**src/core/t16_pkg.sv**
```systemverilog
// Notes on behaviour
// - Each channel holds a 16-bit down counter preset from its reload register.
// - With debug-run at 0 debug state freezes the channel; at 1 it keeps counting.
// - A source stopped in sleep halts the channel, keeping its state, until wake-up.
// - On an event channel, source code 0x3 counts rising edges of the event input.
// - On other channels, source code 0x3 selects the external oscillator clock.
// - Underflow pulses drive interrupt logic and, in repeat mode, peripheral clocks.
// - Underflow period is reload value plus one counting clocks.
// - Repeat mode runs until stopped, reloading on every underflow.
// - One-shot mode reloads on underflow, stops, and clears the run bit.
// - Underflow sets the flag; only writing 1 clears it.
// - Interrupt request is the flag ANDed with its enable bit.
// - Clock control: debug-run bit 8, divider 7-4, source 1-0, zero reset.
// - Four channels; channels 1 and 2 clock serial masters, channel 3 triggers ADC.
// - Run starts only with channel enable set; writing 0 stops; reads show running.
// - Preset copies reload into counter, reads 1 while pending, then self-clears.
// - Reload and counter reset to 0xFFFF; reload loads on preset or underflow.
// - Divider field selects ratio 1/1 to 1/32768 of the chosen source.
`default_nettype none
package t16_pkg;

  // Channel count and widths.
  localparam int        NUM_CH      = 4;
  localparam int        CNT_W       = 16;
  localparam int        PRE_W       = 15;
  localparam logic [3:0] EVENT_MASK = 4'h1;  // Channels with event counting.

  // Register offsets inside one channel window, and the channel stride.
  localparam logic [4:0] OFS_CLK  = 5'h00;
  localparam logic [4:0] OFS_MOD  = 5'h04;
  localparam logic [4:0] OFS_CTL  = 5'h08;
  localparam logic [4:0] OFS_TR   = 5'h0C;
  localparam logic [4:0] OFS_TC   = 5'h10;
  localparam logic [4:0] OFS_INTF = 5'h14;
  localparam logic [4:0] OFS_INTE = 5'h18;
  localparam int         CH_SHIFT = 5;

  // Field positions.
  localparam int BIT_DEBUG_RUN = 8;
  localparam int LSB_DIV       = 4;
  localparam int LSB_SRC       = 0;
  localparam int BIT_ONESHOT   = 0;
  localparam int BIT_RUN       = 8;
  localparam int BIT_PRESET    = 1;
  localparam int BIT_CHAN_EN   = 0;
  localparam int BIT_UF_FLAG   = 0;
  localparam int BIT_UF_IE     = 0;

  // Reset values and source codes.
  localparam logic [15:0] TR_RESET  = 16'hFFFF;
  localparam logic [15:0] TC_RESET  = 16'hFFFF;
  localparam logic [1:0]  SRC_EXT   = 2'h3;

  // Clock control fields of one channel.
  typedef struct packed {
    logic       debug_run;
    logic [3:0] div;
    logic [1:0] src;
  } clk_cfg_t;

  // Control writes delivered to one channel.
  typedef struct packed {
    logic        ctl_wr;
    logic        intf_wr;
    logic [15:0] wdata;
  } chan_cmd_t;

  // State reported by one channel.
  typedef struct packed {
    logic        chan_en;
    logic        run;
    logic        preset;
    logic        flag;
    logic        uf;
    logic [15:0] count;
  } chan_stat_t;

endpackage
`default_nettype wire

```
**src/core/count_clock_gen.sv**
```systemverilog
`timescale 1ns/1ps
`default_nettype none
module count_clock_gen (
  input  wire logic              clk,
  input  wire logic              sys_rst,
  input  wire t16_pkg::clk_cfg_t cfg,
  input  wire logic              event_capable,
  input  wire logic [3:0]        src_level,
  input  wire logic              event_level,
  input  wire logic              sleep_mode,
  input  wire logic [3:0]        sleep_stop_control,
  input  wire logic              debug_mode,
  input  wire logic              chan_en,
  output logic                   supply,
  output logic                   count_tick
);

  logic [4:0]                 prev_q;
  logic [4:0]                 prev_d;
  logic [t16_pkg::PRE_W-1:0]  pre_q;
  logic [t16_pkg::PRE_W-1:0]  pre_d;
  logic [t16_pkg::PRE_W-1:0]  mask;
  logic [4:0]                 rise;
  logic                       src_tick;

  // Rising edges of every source and the event input.
  assign prev_d = {event_level, src_level};
  assign rise   = prev_d & ~prev_q;

  // Source 0x3 is the event input on event channels, else the external clock.
  always_comb begin
    if (cfg.src == t16_pkg::SRC_EXT && event_capable) begin
      src_tick = rise[4];
    end else begin
      src_tick = rise[cfg.src];
    end
  end

  // Clock supply gating by enable, debug and sleep stop.
  assign supply = chan_en
                  & ~(debug_mode & ~cfg.debug_run)
                  & ~(sleep_mode & sleep_stop_control[cfg.src]);

  // Divider: one tick per 2^div source edges.
  assign mask       = t16_pkg::PRE_W'((16'h1 << cfg.div) - 16'h1);
  assign count_tick = supply & src_tick & ((pre_q & mask) == mask);

  // Next prescaler value.
  always_comb begin
    pre_d = pre_q;
    if (!chan_en) begin
      pre_d = '0;
    end else if (supply && src_tick) begin
      pre_d = pre_q + t16_pkg::PRE_W'(1);
    end
  end

  // Register edge history and prescaler.
  always_ff @(posedge clk or posedge sys_rst) begin
    if (sys_rst) begin
      prev_q <= 5'h00;
      pre_q  <= '0;
    end else begin
      prev_q <= prev_d;
      pre_q  <= pre_d;
    end
  end

endmodule // count_clock_gen
`default_nettype wire

```
**src/core/timer_channel.sv**
```systemverilog
`timescale 1ns/1ps
`default_nettype none
module timer_channel (
  input  wire logic               clk,
  input  wire logic               sys_rst,
  input  wire logic               supply,
  input  wire logic               count_tick,
  input  wire logic               oneshot,
  input  wire logic [15:0]        reload,
  input  wire t16_pkg::chan_cmd_t cmd,
  output t16_pkg::chan_stat_t     stat
);

  logic        chan_en_q, chan_en_d;
  logic        run_q, run_d;
  logic        pre_q, pre_d;
  logic        flag_q, flag_d;
  logic        uf_q, uf_d;
  logic [15:0] cnt_q, cnt_d;

  // Counter, run, preset and flag next state.
  always_comb begin
    chan_en_d = chan_en_q;
    run_d   = run_q;
    pre_d   = pre_q;
    cnt_d   = cnt_q;
    uf_d    = 1'b0;
    if (pre_q && supply) begin
      cnt_d = reload;
      pre_d = 1'b0;
    end else if (run_q && count_tick) begin
      if (cnt_q == 16'h0000) begin
        uf_d  = 1'b1;
        cnt_d = reload;
        if (oneshot) begin
          run_d = 1'b0;
        end
      end else begin
        cnt_d = cnt_q - 16'h0001;
      end
    end
    if (cmd.ctl_wr) begin
      chan_en_d = cmd.wdata[t16_pkg::BIT_CHAN_EN];
      run_d     = cmd.wdata[t16_pkg::BIT_RUN] & cmd.wdata[t16_pkg::BIT_CHAN_EN];
      if (cmd.wdata[t16_pkg::BIT_PRESET] && cmd.wdata[t16_pkg::BIT_CHAN_EN]) begin
        pre_d = 1'b1;
      end
    end
    // A new underflow wins over a clear in the same cycle.
    flag_d = (flag_q & ~(cmd.intf_wr & cmd.wdata[t16_pkg::BIT_UF_FLAG])) | uf_d;
  end

  // Register channel state.
  always_ff @(posedge clk or posedge sys_rst) begin
    if (sys_rst) begin
      chan_en_q <= 1'b0;
      run_q   <= 1'b0;
      pre_q   <= 1'b0;
      flag_q  <= 1'b0;
      uf_q    <= 1'b0;
      cnt_q   <= t16_pkg::TC_RESET;
    end else begin
      chan_en_q <= chan_en_d;
      run_q   <= run_d;
      pre_q   <= pre_d;
      flag_q  <= flag_d;
      uf_q    <= uf_d;
      cnt_q   <= cnt_d;
    end
  end

  assign stat = '{chan_en: chan_en_q, run: run_q, preset: pre_q,
                  flag: flag_q, uf: uf_q, count: cnt_q};

endmodule // timer_channel
`default_nettype wire

```
**src/core/presettable_down_timer.sv**
```systemverilog
`timescale 1ns/1ps
`default_nettype none
module presettable_down_timer (
  input  wire logic        clk,
  input  wire logic        sys_rst,
  // AHB-Lite slave.
  input  wire logic        hsel,
  input  wire logic [31:0] haddr,
  input  wire logic [1:0]  htrans,
  input  wire logic        hwrite,
  input  wire logic [2:0]  hsize,
  input  wire logic [31:0] hwdata,
  input  wire logic        hready,
  output logic             hreadyout,
  output logic             hresp,
  output logic [31:0]      hrdata,
  // Clock sources and event inputs.
  input  wire logic        internal_oscillator,
  input  wire logic        low_speed_oscillator,
  input  wire logic        high_speed_oscillator,
  input  wire logic        external_oscillator_clock,
  input  wire logic [3:0]  event_input,
  // Power and debug state.
  input  wire logic        sleep_mode,
  input  wire logic [3:0]  sleep_stop_control,
  input  wire logic        debug_mode,
  // Interrupts and peripheral clocks.
  output logic [3:0]       irq,
  output logic             ssi0_master_clock,
  output logic             ssi1_master_clock,
  output logic             adc_trigger
);

  // ---------------------------------------------------------------
  // Bus pipeline
  // ---------------------------------------------------------------

  typedef enum logic [1:0] {
    BUS_IDLE,
    BUS_WRITE,
    BUS_RD_WAIT,
    BUS_RD_DONE
  } bus_state_t;

  bus_state_t  bus_q;
  bus_state_t  bus_d;
  logic [6:0]  addr_q;
  logic [6:0]  addr_d;
  logic        hit_q;
  logic        hit_d;
  logic [31:0] rdata_q;
  logic [31:0] rdata_d;
  logic        accept;

  // An address phase is taken when selected, active and the bus is ready.
  assign accept    = hsel & htrans[1] & hready;
  assign hreadyout = (bus_q != BUS_RD_WAIT);
  assign hresp     = 1'b0;
  assign hrdata    = rdata_q;

  // ---------------------------------------------------------------
  // Channel storage
  // ---------------------------------------------------------------

  t16_pkg::clk_cfg_t   cfg_q [t16_pkg::NUM_CH];
  t16_pkg::clk_cfg_t   cfg_d [t16_pkg::NUM_CH];
  logic                mode_q [t16_pkg::NUM_CH];
  logic                mode_d [t16_pkg::NUM_CH];
  logic                ie_q [t16_pkg::NUM_CH];
  logic                ie_d [t16_pkg::NUM_CH];
  logic [15:0]         tr_q [t16_pkg::NUM_CH];
  logic [15:0]         tr_d [t16_pkg::NUM_CH];
  t16_pkg::chan_cmd_t  cmd [t16_pkg::NUM_CH];
  t16_pkg::chan_stat_t stat [t16_pkg::NUM_CH];
  logic [2:0]          per_q;
  logic [2:0]          per_d;
  logic [1:0]          wch;
  logic [4:0]          wofs;
  logic                wr_en;

  assign wch   = addr_q[6:5];
  assign wofs  = addr_q[4:0];
  assign wr_en = (bus_q == BUS_WRITE) & hit_q;

  // ---------------------------------------------------------------
  // Bus next state and read data
  // ---------------------------------------------------------------

  // Track phases; reads take one wait state so a prior write is visible.
  always_comb begin
    bus_d   = bus_q;
    addr_d  = addr_q;
    hit_d   = hit_q;
    rdata_d = rdata_q;
    if (bus_q == BUS_RD_WAIT) begin
      bus_d = BUS_RD_DONE;
      if (hit_q) begin
        unique case (wofs)
          t16_pkg::OFS_CLK: begin
            rdata_d = {23'h0, cfg_q[wch].debug_run, cfg_q[wch].div,
                       2'h0, cfg_q[wch].src};
          end
          t16_pkg::OFS_MOD: begin
            rdata_d = {31'h0, mode_q[wch]};
          end
          t16_pkg::OFS_CTL: begin
            rdata_d = {23'h0, stat[wch].run, 6'h0,
                       stat[wch].preset, stat[wch].chan_en};
          end
          t16_pkg::OFS_TR: begin
            rdata_d = {16'h0, tr_q[wch]};
          end
          t16_pkg::OFS_TC: begin
            rdata_d = {16'h0, stat[wch].count};
          end
          t16_pkg::OFS_INTF: begin
            rdata_d = {31'h0, stat[wch].flag};
          end
          t16_pkg::OFS_INTE: begin
            rdata_d = {31'h0, ie_q[wch]};
          end
          default: begin
            rdata_d = 32'h0000_0000;
          end
        endcase
      end else begin
        rdata_d = 32'h0000_0000;
      end
    end else if (accept) begin
      bus_d  = hwrite ? BUS_WRITE : BUS_RD_WAIT;
      addr_d = haddr[6:0];
      hit_d  = (haddr[31:7] == 25'h0) & (hsize == 3'h2);
    end else begin
      bus_d = BUS_IDLE;
    end
  end

  // Register bus state.
  always_ff @(posedge clk or posedge sys_rst) begin
    if (sys_rst) begin
      bus_q   <= BUS_IDLE;
      addr_q  <= 7'h00;
      hit_q   <= 1'b0;
      rdata_q <= 32'h0000_0000;
    end else begin
      bus_q   <= bus_d;
      addr_q  <= addr_d;
      hit_q   <= hit_d;
      rdata_q <= rdata_d;
    end
  end

  // ---------------------------------------------------------------
  // Configuration registers
  // ---------------------------------------------------------------

  // Writes in the data phase update the addressed channel.
  always_comb begin
    for (int i = 0; i < t16_pkg::NUM_CH; i++) begin
      cfg_d[i]  = cfg_q[i];
      mode_d[i] = mode_q[i];
      ie_d[i]   = ie_q[i];
      tr_d[i]   = tr_q[i];
      if (wr_en && wch == 2'(i)) begin
        unique case (wofs)
          t16_pkg::OFS_CLK: begin
            cfg_d[i].debug_run = hwdata[t16_pkg::BIT_DEBUG_RUN];
            cfg_d[i].div   = hwdata[t16_pkg::LSB_DIV +: 4];
            cfg_d[i].src   = hwdata[t16_pkg::LSB_SRC +: 2];
          end
          t16_pkg::OFS_MOD: begin
            mode_d[i] = hwdata[t16_pkg::BIT_ONESHOT];
          end
          t16_pkg::OFS_TR: begin
            tr_d[i] = hwdata[15:0];
          end
          t16_pkg::OFS_INTE: begin
            ie_d[i] = hwdata[t16_pkg::BIT_UF_IE];
          end
          default: begin
            ie_d[i] = ie_q[i];
          end
        endcase
      end
    end
  end

  // Register configuration; counting keeps reload and settings intact.
  always_ff @(posedge clk or posedge sys_rst) begin
    if (sys_rst) begin
      for (int i = 0; i < t16_pkg::NUM_CH; i++) begin
        cfg_q[i]  <= '0;
        mode_q[i] <= 1'b0;
        ie_q[i]   <= 1'b0;
        tr_q[i]   <= t16_pkg::TR_RESET;
      end
    end else begin
      for (int i = 0; i < t16_pkg::NUM_CH; i++) begin
        cfg_q[i]  <= cfg_d[i];
        mode_q[i] <= mode_d[i];
        ie_q[i]   <= ie_d[i];
        tr_q[i]   <= tr_d[i];
      end
    end
  end

  // ---------------------------------------------------------------
  // Channels
  // ---------------------------------------------------------------

  // One clock generator and one counter per channel.
  for (genvar g = 0; g < t16_pkg::NUM_CH; g++) begin : g_ch
    logic supply;
    logic tick;

    assign cmd[g].ctl_wr  = wr_en & (wch == 2'(g)) & (wofs == t16_pkg::OFS_CTL);
    assign cmd[g].intf_wr = wr_en & (wch == 2'(g)) & (wofs == t16_pkg::OFS_INTF);
    assign cmd[g].wdata   = hwdata[15:0];

    count_clock_gen u_clk (
      .clk                (clk),
      .sys_rst            (sys_rst),
      .cfg                (cfg_q[g]),
      .event_capable      (t16_pkg::EVENT_MASK[g]),
      .src_level          ({external_oscillator_clock, high_speed_oscillator,
                            low_speed_oscillator, internal_oscillator}),
      .event_level        (event_input[g]),
      .sleep_mode         (sleep_mode),
      .sleep_stop_control (sleep_stop_control),
      .debug_mode         (debug_mode),
      .chan_en            (stat[g].chan_en),
      .supply             (supply),
      .count_tick         (tick)
    );

    timer_channel u_chan (
      .clk        (clk),
      .sys_rst    (sys_rst),
      .supply     (supply),
      .count_tick (tick),
      .oneshot    (mode_q[g]),
      .reload     (tr_q[g]),
      .cmd        (cmd[g]),
      .stat       (stat[g])
    );

    // Interrupt request only while flag and enable are both set.
    assign irq[g] = stat[g].flag & ie_q[g];
  end

  // ---------------------------------------------------------------
  // Peripheral outputs
  // ---------------------------------------------------------------

  // Underflow pulses of channels 1..3 go out only in repeat mode.
  always_comb begin
    per_d[0] = stat[1].uf & ~mode_q[1];
    per_d[1] = stat[2].uf & ~mode_q[2];
    per_d[2] = stat[3].uf & ~mode_q[3];
  end

  // Register peripheral pulses.
  always_ff @(posedge clk or posedge sys_rst) begin
    if (sys_rst) begin
      per_q <= 3'h0;
    end else begin
      per_q <= per_d;
    end
  end

  assign ssi0_master_clock = per_q[0];
  assign ssi1_master_clock = per_q[1];
  assign adc_trigger       = per_q[2];

endmodule // presettable_down_timer
`default_nettype wire

```
**config.mk**
```make
export PLATFORM = sky130hd
export DESIGN_NAME = presettable_down_timer
export DESIGN_NICKNAME = d
export VERILOG_FILES = /design/src/core/t16_pkg.sv /design/src/core/count_clock_gen.sv /design/src/core/timer_channel.sv /design/src/core/presettable_down_timer.sv
export SDC_FILE = /design/constraint.sdc
export NUM_CORES = 1
export LEC_CHECK = 0
export ABC_CLOCK_PERIOD_IN_PS = 8650
export BUFFER_PORTS_ARGS = -buffer_cell sky130_fd_sc_hd__buf_4
export CELL_PAD_IN_SITES_DETAIL_PLACEMENT = 0
export CELL_PAD_IN_SITES_GLOBAL_PLACEMENT = 2
export CORE_UTILIZATION = 37
export CTS_BUF_LIST = sky130_fd_sc_hd__clkbuf_8
export CTS_CLUSTER_DIAMETER = 120
export DETAILED_ROUTE_END_ITERATION = 6
export HOLD_SLACK_MARGIN = 0.12
export PLACE_DENSITY_LB_ADDON = 0.25
export SETUP_SLACK_MARGIN = 0.15
export SLEW_MARGIN = 20
export SYNTH_ARGS = -nofsm -noshare
export SYNTH_HDL_FRONTEND = slang
export SYNTH_SLANG_ARGS = --single-unit
```
**constraint.sdc**
```tcl
create_clock -name clk -period 8.65 [get_ports clk]
set_clock_uncertainty 0.05 [all_clocks]
set_input_delay 1.73 -clock clk [delete_from_list [all_inputs] [get_ports clk]]
set_output_delay 1.73 -clock clk [all_outputs]
set_load 0.01 [all_outputs]
```
==> results of run 1 <==
[worst max-delay path: cells and delay by family (launching register included)]
family | cells | cell delay [ps]
buf+inv | 2 | 1050
flops | 1 | 400
simple gates | 1 | 280
[flip-flops by register name (all words and copies together) (netlist names)]
name / count
ie_q: 4
cfg_q: 28
g_ch.u_chan.chan_en_q: 4
g_ch.u_chan.uf_q: 3
per_q: 3
hit_q: 1
addr_q: 7
g_ch.u_chan.cnt_q: 64
g_ch.u_chan.pre_q: 4
g_ch.u_clk.pre_q: 60
g_ch.u_chan.run_q: 4
hrdata: 16
tr_q: 64
g_ch.u_chan.flag_q: 4
bus_q: 2
mode_q: 4
g_ch.u_clk.prev_q: 5
[worst paths after layout]
path,to,slack [ps],cells past startpoint,startpoint
setup / recovery,hreadyout,4500,3,bus_q[0]$_DFF_PP0_
hold / removal,hrdata[5]$_DFFE_PP0P_,430,2,hrdata[5]$_DFFE_PP0P_
setup reg to reg,g_ch[1].u_chan.cnt_q[14]$_DFFE_PP1P_,4680,11,cfg_q[18]$_DFFE_PP0P_
min in group asynchronous,g_ch[0].u_clk.pre_q[14]$_DFFE_PP0P_,1230,2,sys_rst
max in group asynchronous,hrdata[7]$_DFFE_PP0P_,5880,3,sys_rst
hold reg to reg,hrdata[5]$_DFFE_PP0P_,430,2,hrdata[5]$_DFFE_PP0P_
[power breakdown]
part | total [mW] | switching [mW] | internal [mW]
clock network | 1.40 | 0.604 | 0.794
logic | 0.666 | 0.357 | 0.309
registers | 1.55 | 0.143 | 1.41
total | 3.62 | 1.10 | 2.51
[cell families after synthesis]
kind of cell,after synthesis,share of synthesized area (%)
simple gates,533,17.6
fa+ha+maj,17,1.31
xor+xnor,46,2.50
other cells,1,0.0233
buf+inv,159,4.38
flops,277,44.1
compound gates,373,15.0
mux,167,15.1
[routing by layer]
| layer | vias up | wire (um) | share of wire (%) | global-route usage [%] |
|---|---|---|---|---|
| li1 | 5955 | - | - | - |
| met1 | 6522 | 24100 | 49 | 33.4 |
| met2 | 321 | 21800 | 44 | 33.9 |
| met3 | 68 | 2840 | 5.7 | 5.35 |
| met4 | 4 | 887 | 1.8 | 5.65 |
| met5 | - | 27 | 0.054 | 0 |
[cell type report]
class	count	area [um^2]
clock inverters	31	210
well taps	585	732
diodes	2	5.00
multi-input cells	1153	8380
repair buffers	105	805
inverters	52	199
flip-flops and latches	277	7100
clock buffers	68	936
fillers	4210	24600
[cell usage in the layout (no fill, tap or decap), types with 7 or more instances in the layout]
cell / count
xor2_1: 12
ha_1: 16
nand3_1: 54
clkbuf_8: 68
or3_1: 35
and3_1: 15
dfrtp_1: 147
conb_1: 17
xnor2_1: 34
a21boi_0: 13
nor4b_1: 12
o22ai_1: 17
nor2b_1: 25
a22oi_1: 18
buf_4: 103
and2_1: 38
mux2_2: 106
clkinv_2: 9
nor4_1: 24
dfstp_2: 128
nand2_1: 128
a21o_1: 10
inv_1: 68
nor3_1: 39
a31oi_1: 24
mux4_2: 50
o31ai_1: 7
nand4_1: 22
o21ai_0: 94
nor2_1: 75
o211ai_1: 11
nand2b_1: 25
mux2i_1: 11
a21oi_1: 87
o22a_1: 21
[per-stage QoR]
step | util [%] | hold slack [ps] | power, mW
floorplan | - | 385 | 2.02
global placement | 40.0 | 417 | 2.23
detailed placement | 40.0 | 422 | 2.24
CTS | 42.7 | 436 | 3.66
global route | 42.7 | 458 | 3.80
finish | 42.7 | 426 | 3.62
==> flow_summary.json, run 1 <==
{
  "status": "complete, no violations",
  "cts_resized": 0,
  "place_area_um2": 17200,
  "critPathLaunchType": "register",
  "finalNetCount": 1746,
  "synth.distinct_cells": 87,
  "fin_crit_ps": 4150,
  "route.detailed.drc": 0,
  "fin_crit_sh_pct": 48.0,
  "slew_violations": 0,
  "synth_warnings": 0,
  "stdcell_count": 2273,
  "synth_edf_count": 0,
  "cts-root-buf": "clkbuf_8",
  "cpMaxStageDelayCell": "clkinv_1",
  "io-pin-count": 129,
  "grt_max_degree": 161,
  "powerDensity_nw_per_um2": 197,
  "grt_usage_pct": 22.9,
  "die_w_um": 211,
  "core_um2": 43000,
  "start_util_pct": 37.4,
  "grt_pass1_wl_um": 77800,
  "insertion_delay_ps": 640,
  "ys_seq_area_share_pct": 44.1,
  "synth_top_area_share_pct": 23.2,
  "grt_pass1_vias": 12700,
  "port_buffers": 91,
  "synth_area_um2": 16100,
  "slew_headroom_pct": 30.5,
  "cts_tree": "done",
  "setup_violations": 0,
  "ys_seq_elements": 277,
  "worstHoldPathType": "reg -> reg",
  "synth_most_common_cell": "dfrtp_1",
  "die_h_um": 211,
  "max_freq_mhz": 241,
  "synth.largest_area_cell": "dfrtp_1",
  "path_cells": "nor2b_1 > clkinv_1 > buf_4",
  "ctsHtreeMaxLevel": 2,
  "synthTopCellsByArea": "dfrtp_1, dfstp_2, mux2_2, mux4_2, nand2_1",
  "cts_setup_buffers": 0,
  "ys_top_cells_by_count": "dfrtp_1, dfstp_2, nand2_1",
  "cp.required_ps": 6870,
  "drtIter0Drc": 835,
  "dp_slack_ps": 4020,
  "drive_gt1_share_pct": 29.7,
  "area_growth_pct": 14.1,
  "synth.avg_cell_area_um2": 10.2,
  "drv_cap": 0,
  "fp.dieArea_um2": 44300,
  "p_leak_nw": 7.52,
  "detail-route-antenna-nets": 0,
  "grt_overflow": 0,
  "vias": 12900,
  "cp_max_fo": 19,
  "routed_wl_um": 49600,
  "post-dp-hpwl_um": 34600,
  "vdd_drop_max_mv": 0.0942,
  "via_per_inst": 5.66,
  "clk_pin_slew_ps": 60,
  "dr.pass1.iters": 5,
  "rsz0062_at_grt": "no",
  "cts_buffer_depth": 3,
  "wl_per_cell_um": 21.8,
  "post_synth_inst_count": 1573,
  "worst_pin_slew_ps": 1040,
  "dp.cells": 2172,
  "criticalPathCategory": "reg -> out",
  "antenna_found_initial": 3,
  "cp-end-kind": "primary output",
  "cts_sinks": 277,
  "setup_ws_ps": 4500,
  "numCtsBuffers": 53,
  "num_rows": 76,
  "gp_congestion": 0.804,
  "setup_tns_ps": 0,
  "hold_violations": 0,
  "crit_path_max_incr_delay_ps": 660,
  "design_area_um2": 18400,
  "async_flop_share_pct": 100,
  "synth_ff_type": "dfrtp_1",
  "cts-hold-fix-buffers": 0,
  "worst_ep_arrival_time_ps": 2370
}
No activity file was read; power rests on OpenSTA's default activity.
==> inputs of run 2 (changes only) <==
ABC_CLOCK_PERIOD_IN_PS = 3340   (was 8650)
clock period = 3.34 ns   (was 8.65 ns; I/O delays follow)
==> flow_summary.json, run 2 (synthesis gave the netlist of run 1 again) <==
{
  "cpMaxStageDelayCell": "or4_4",
  "worst_pin_slew_ps": 718,
  "grt_overflow": 0,
  "place_area_um2": 17700,
  "detail-route-antenna-nets": 0,
  "layout_commonest_cell": "buf_4",
  "max_freq_mhz": 327,
  "fin_crit_sh_pct": 91.6,
  "post-dp-hpwl_um": 36800,
  "finalNetCount": 1812,
  "start_util_pct": 37.4,
  "cp-end-kind": "register",
  "numCtsBuffers": 53,
  "via_per_inst": 5.61,
  "vias": 13100,
  "crit_start": "cfg_q[24]$_DFFE_PP0P_",
  "cts-root-buf": "clkbuf_8",
  "design_power_total_mw": 9.30,
  "grt_max_degree": 59,
  "worstHoldPathType": "in -> reg",
  "p_leak_nw": 7.87,
  "fp.dieArea_um2": 44300,
  "fin_crit_ps": 3060,
  "worst_ep_arrival_time_ps": 3560,
  "num_rows": 76,
  "drive_gt1_share_pct": 32.5,
  "critPathLaunchType": "register",
  "cts_sinks": 277,
  "cts_tree": "done",
  "gp_congestion": 0.847,
  "vdd_drop_max_mv": 0.229,
  "area_growth_pct": 17.9,
  "path_cells": "or4_4 > ha_2 > or3_1 > a211oi_1 > a2111oi_2 > and4b_1 > a31o_4 > buf_4 > a21oi_1 > a21oi_1",
  "design_area_um2": 19000,
  "rsz0062_at_grt": "yes",
  "setup_violations": 0,
  "die_h_um": 211,
  "cp_max_fo": 12,
  "min_from": "hwrite",
  "die_w_um": 211,
  "route.detailed.drc": 0,
  "port_buffers": 91,
  "mostFrequentLayoutCells": "buf_4, dfrtp_1, nand2_1, dfstp_2, mux2_2",
  "drtIter0Drc": 870,
  "setup_tns_ps": 0,
  "whs_ps": 197,
  "dr.pass1.iters": 5,
  "slew_violations": 0,
  "powerDensity_nw_per_um2": 490,
  "timing.rr.start": "cfg_q[24]$_DFFE_PP0P_",
  "status": "complete, no violations",
  "insertion_delay_ps": 640,
  "drv_cap": 0,
  "top_regs": "g_ch.u_chan.cnt_q (64), tr_q (64), g_ch.u_clk.pre_q (60)",
  "core_um2": 43000,
  "wl_per_cell_um": 21.4,
  "io-pin-count": 129,
  "grt_pass1_vias": 12900,
  "cp.required_ps": 3840,
  "slew_headroom_pct": 52.1,
  "clk_pin_slew_ps": 60,
  "criticalPathCategory": "reg -> reg",
  "grt_pass1_wl_um": 79100,
  "crit_path_max_incr_delay_ps": 560,
  "cts_buffer_depth": 3,
  "ctsHtreeMaxLevel": 2,
  "antenna_found_initial": 0,
  "grt_usage_pct": 23.2,
  "routed_wl_um": 50200,
  "hold_violations": 0,
  "crit_top_cell": "a21oi_1"
}
-- run 2: final timing paths --
| path | to | slack [ps] | cells past startpoint |
|---|---|---|---|
| min in group asynchronous | g_ch[0].u_clk.pre_q[14]$_DFFE_PP0P_ | 610 | 3 |
| worst min register to register | hrdata[0]$_DFFE_PP0P_ | 430 | 2 |
| worst min-delay path | bus_q[1]$_DFF_PP0_ | 200 | 2 |
| worst max-delay path | g_ch[0].u_chan.cnt_q[2]$_DFFE_PP1P_ | 280 | 10 |
| worst max register to register | g_ch[0].u_chan.cnt_q[2]$_DFFE_PP1P_ | 280 | 10 |
| max in group asynchronous | tr_q[43]$_DFFE_PP1P_ | 1760 | 4 |
-- run 2: layout make-up --
cell class	count	area, um^2
clock buffer	70	963
clock inverter	30	153
inverter	52	199
antenna	2	5.00
timing repair buffer	171	1390
multi-input combinational	1153	8440
fill	4225	24000
tap	585	732
sequential	277	7100
-- run 2: timing repair --
action                     CTS  global route
pin swaps                    0             5
hold endpoints to repair    16             0
setup endpoints to repair    4            33
setup buffers                0             1
hold buffers                 6             0
resized for setup            3            13
-- run 2: power breakdown --
group / switching (mW) / total, mW / internal [mW]
clock network: 1.57 / 3.51 / 1.94
logic: 0.873 / 1.72 / 0.845
registers: 0.428 / 4.07 / 3.65
total: 2.87 / 9.30 / 6.44
-- run 2: metrics by stage --
step | instances | worst slack [ps] | utilization [%]
global placement | 2231 | 172 | 41.2
global route | 2338 | 143 | 44.1
finish | 2340 | 280 | 44.1
floorplan | 1589 | -939 | -
detailed placement | 2231 | 155 | 41.2
CTS | 2337 | 161 | 44.0
-- run 2: metal layers --
metal  up-vias  track usage, %  part of all wire [%]
met5         -               0                     0
met4         0            5.85                   2.0
met3        78            4.11                   5.6
met2       336            34.9                    44
met1      6618            34.3                    49
li1       6107               -                     -
-- run 2: critical path: cells and delay by family (launching register included) --
kind                       cells  cell delay (ps)
DFF                            1              450
buffers and inverters          1              190
AOI/OAI and AO/OA              5              880
adders and majority gates      1              270
and+or+nand+nor                3             1130
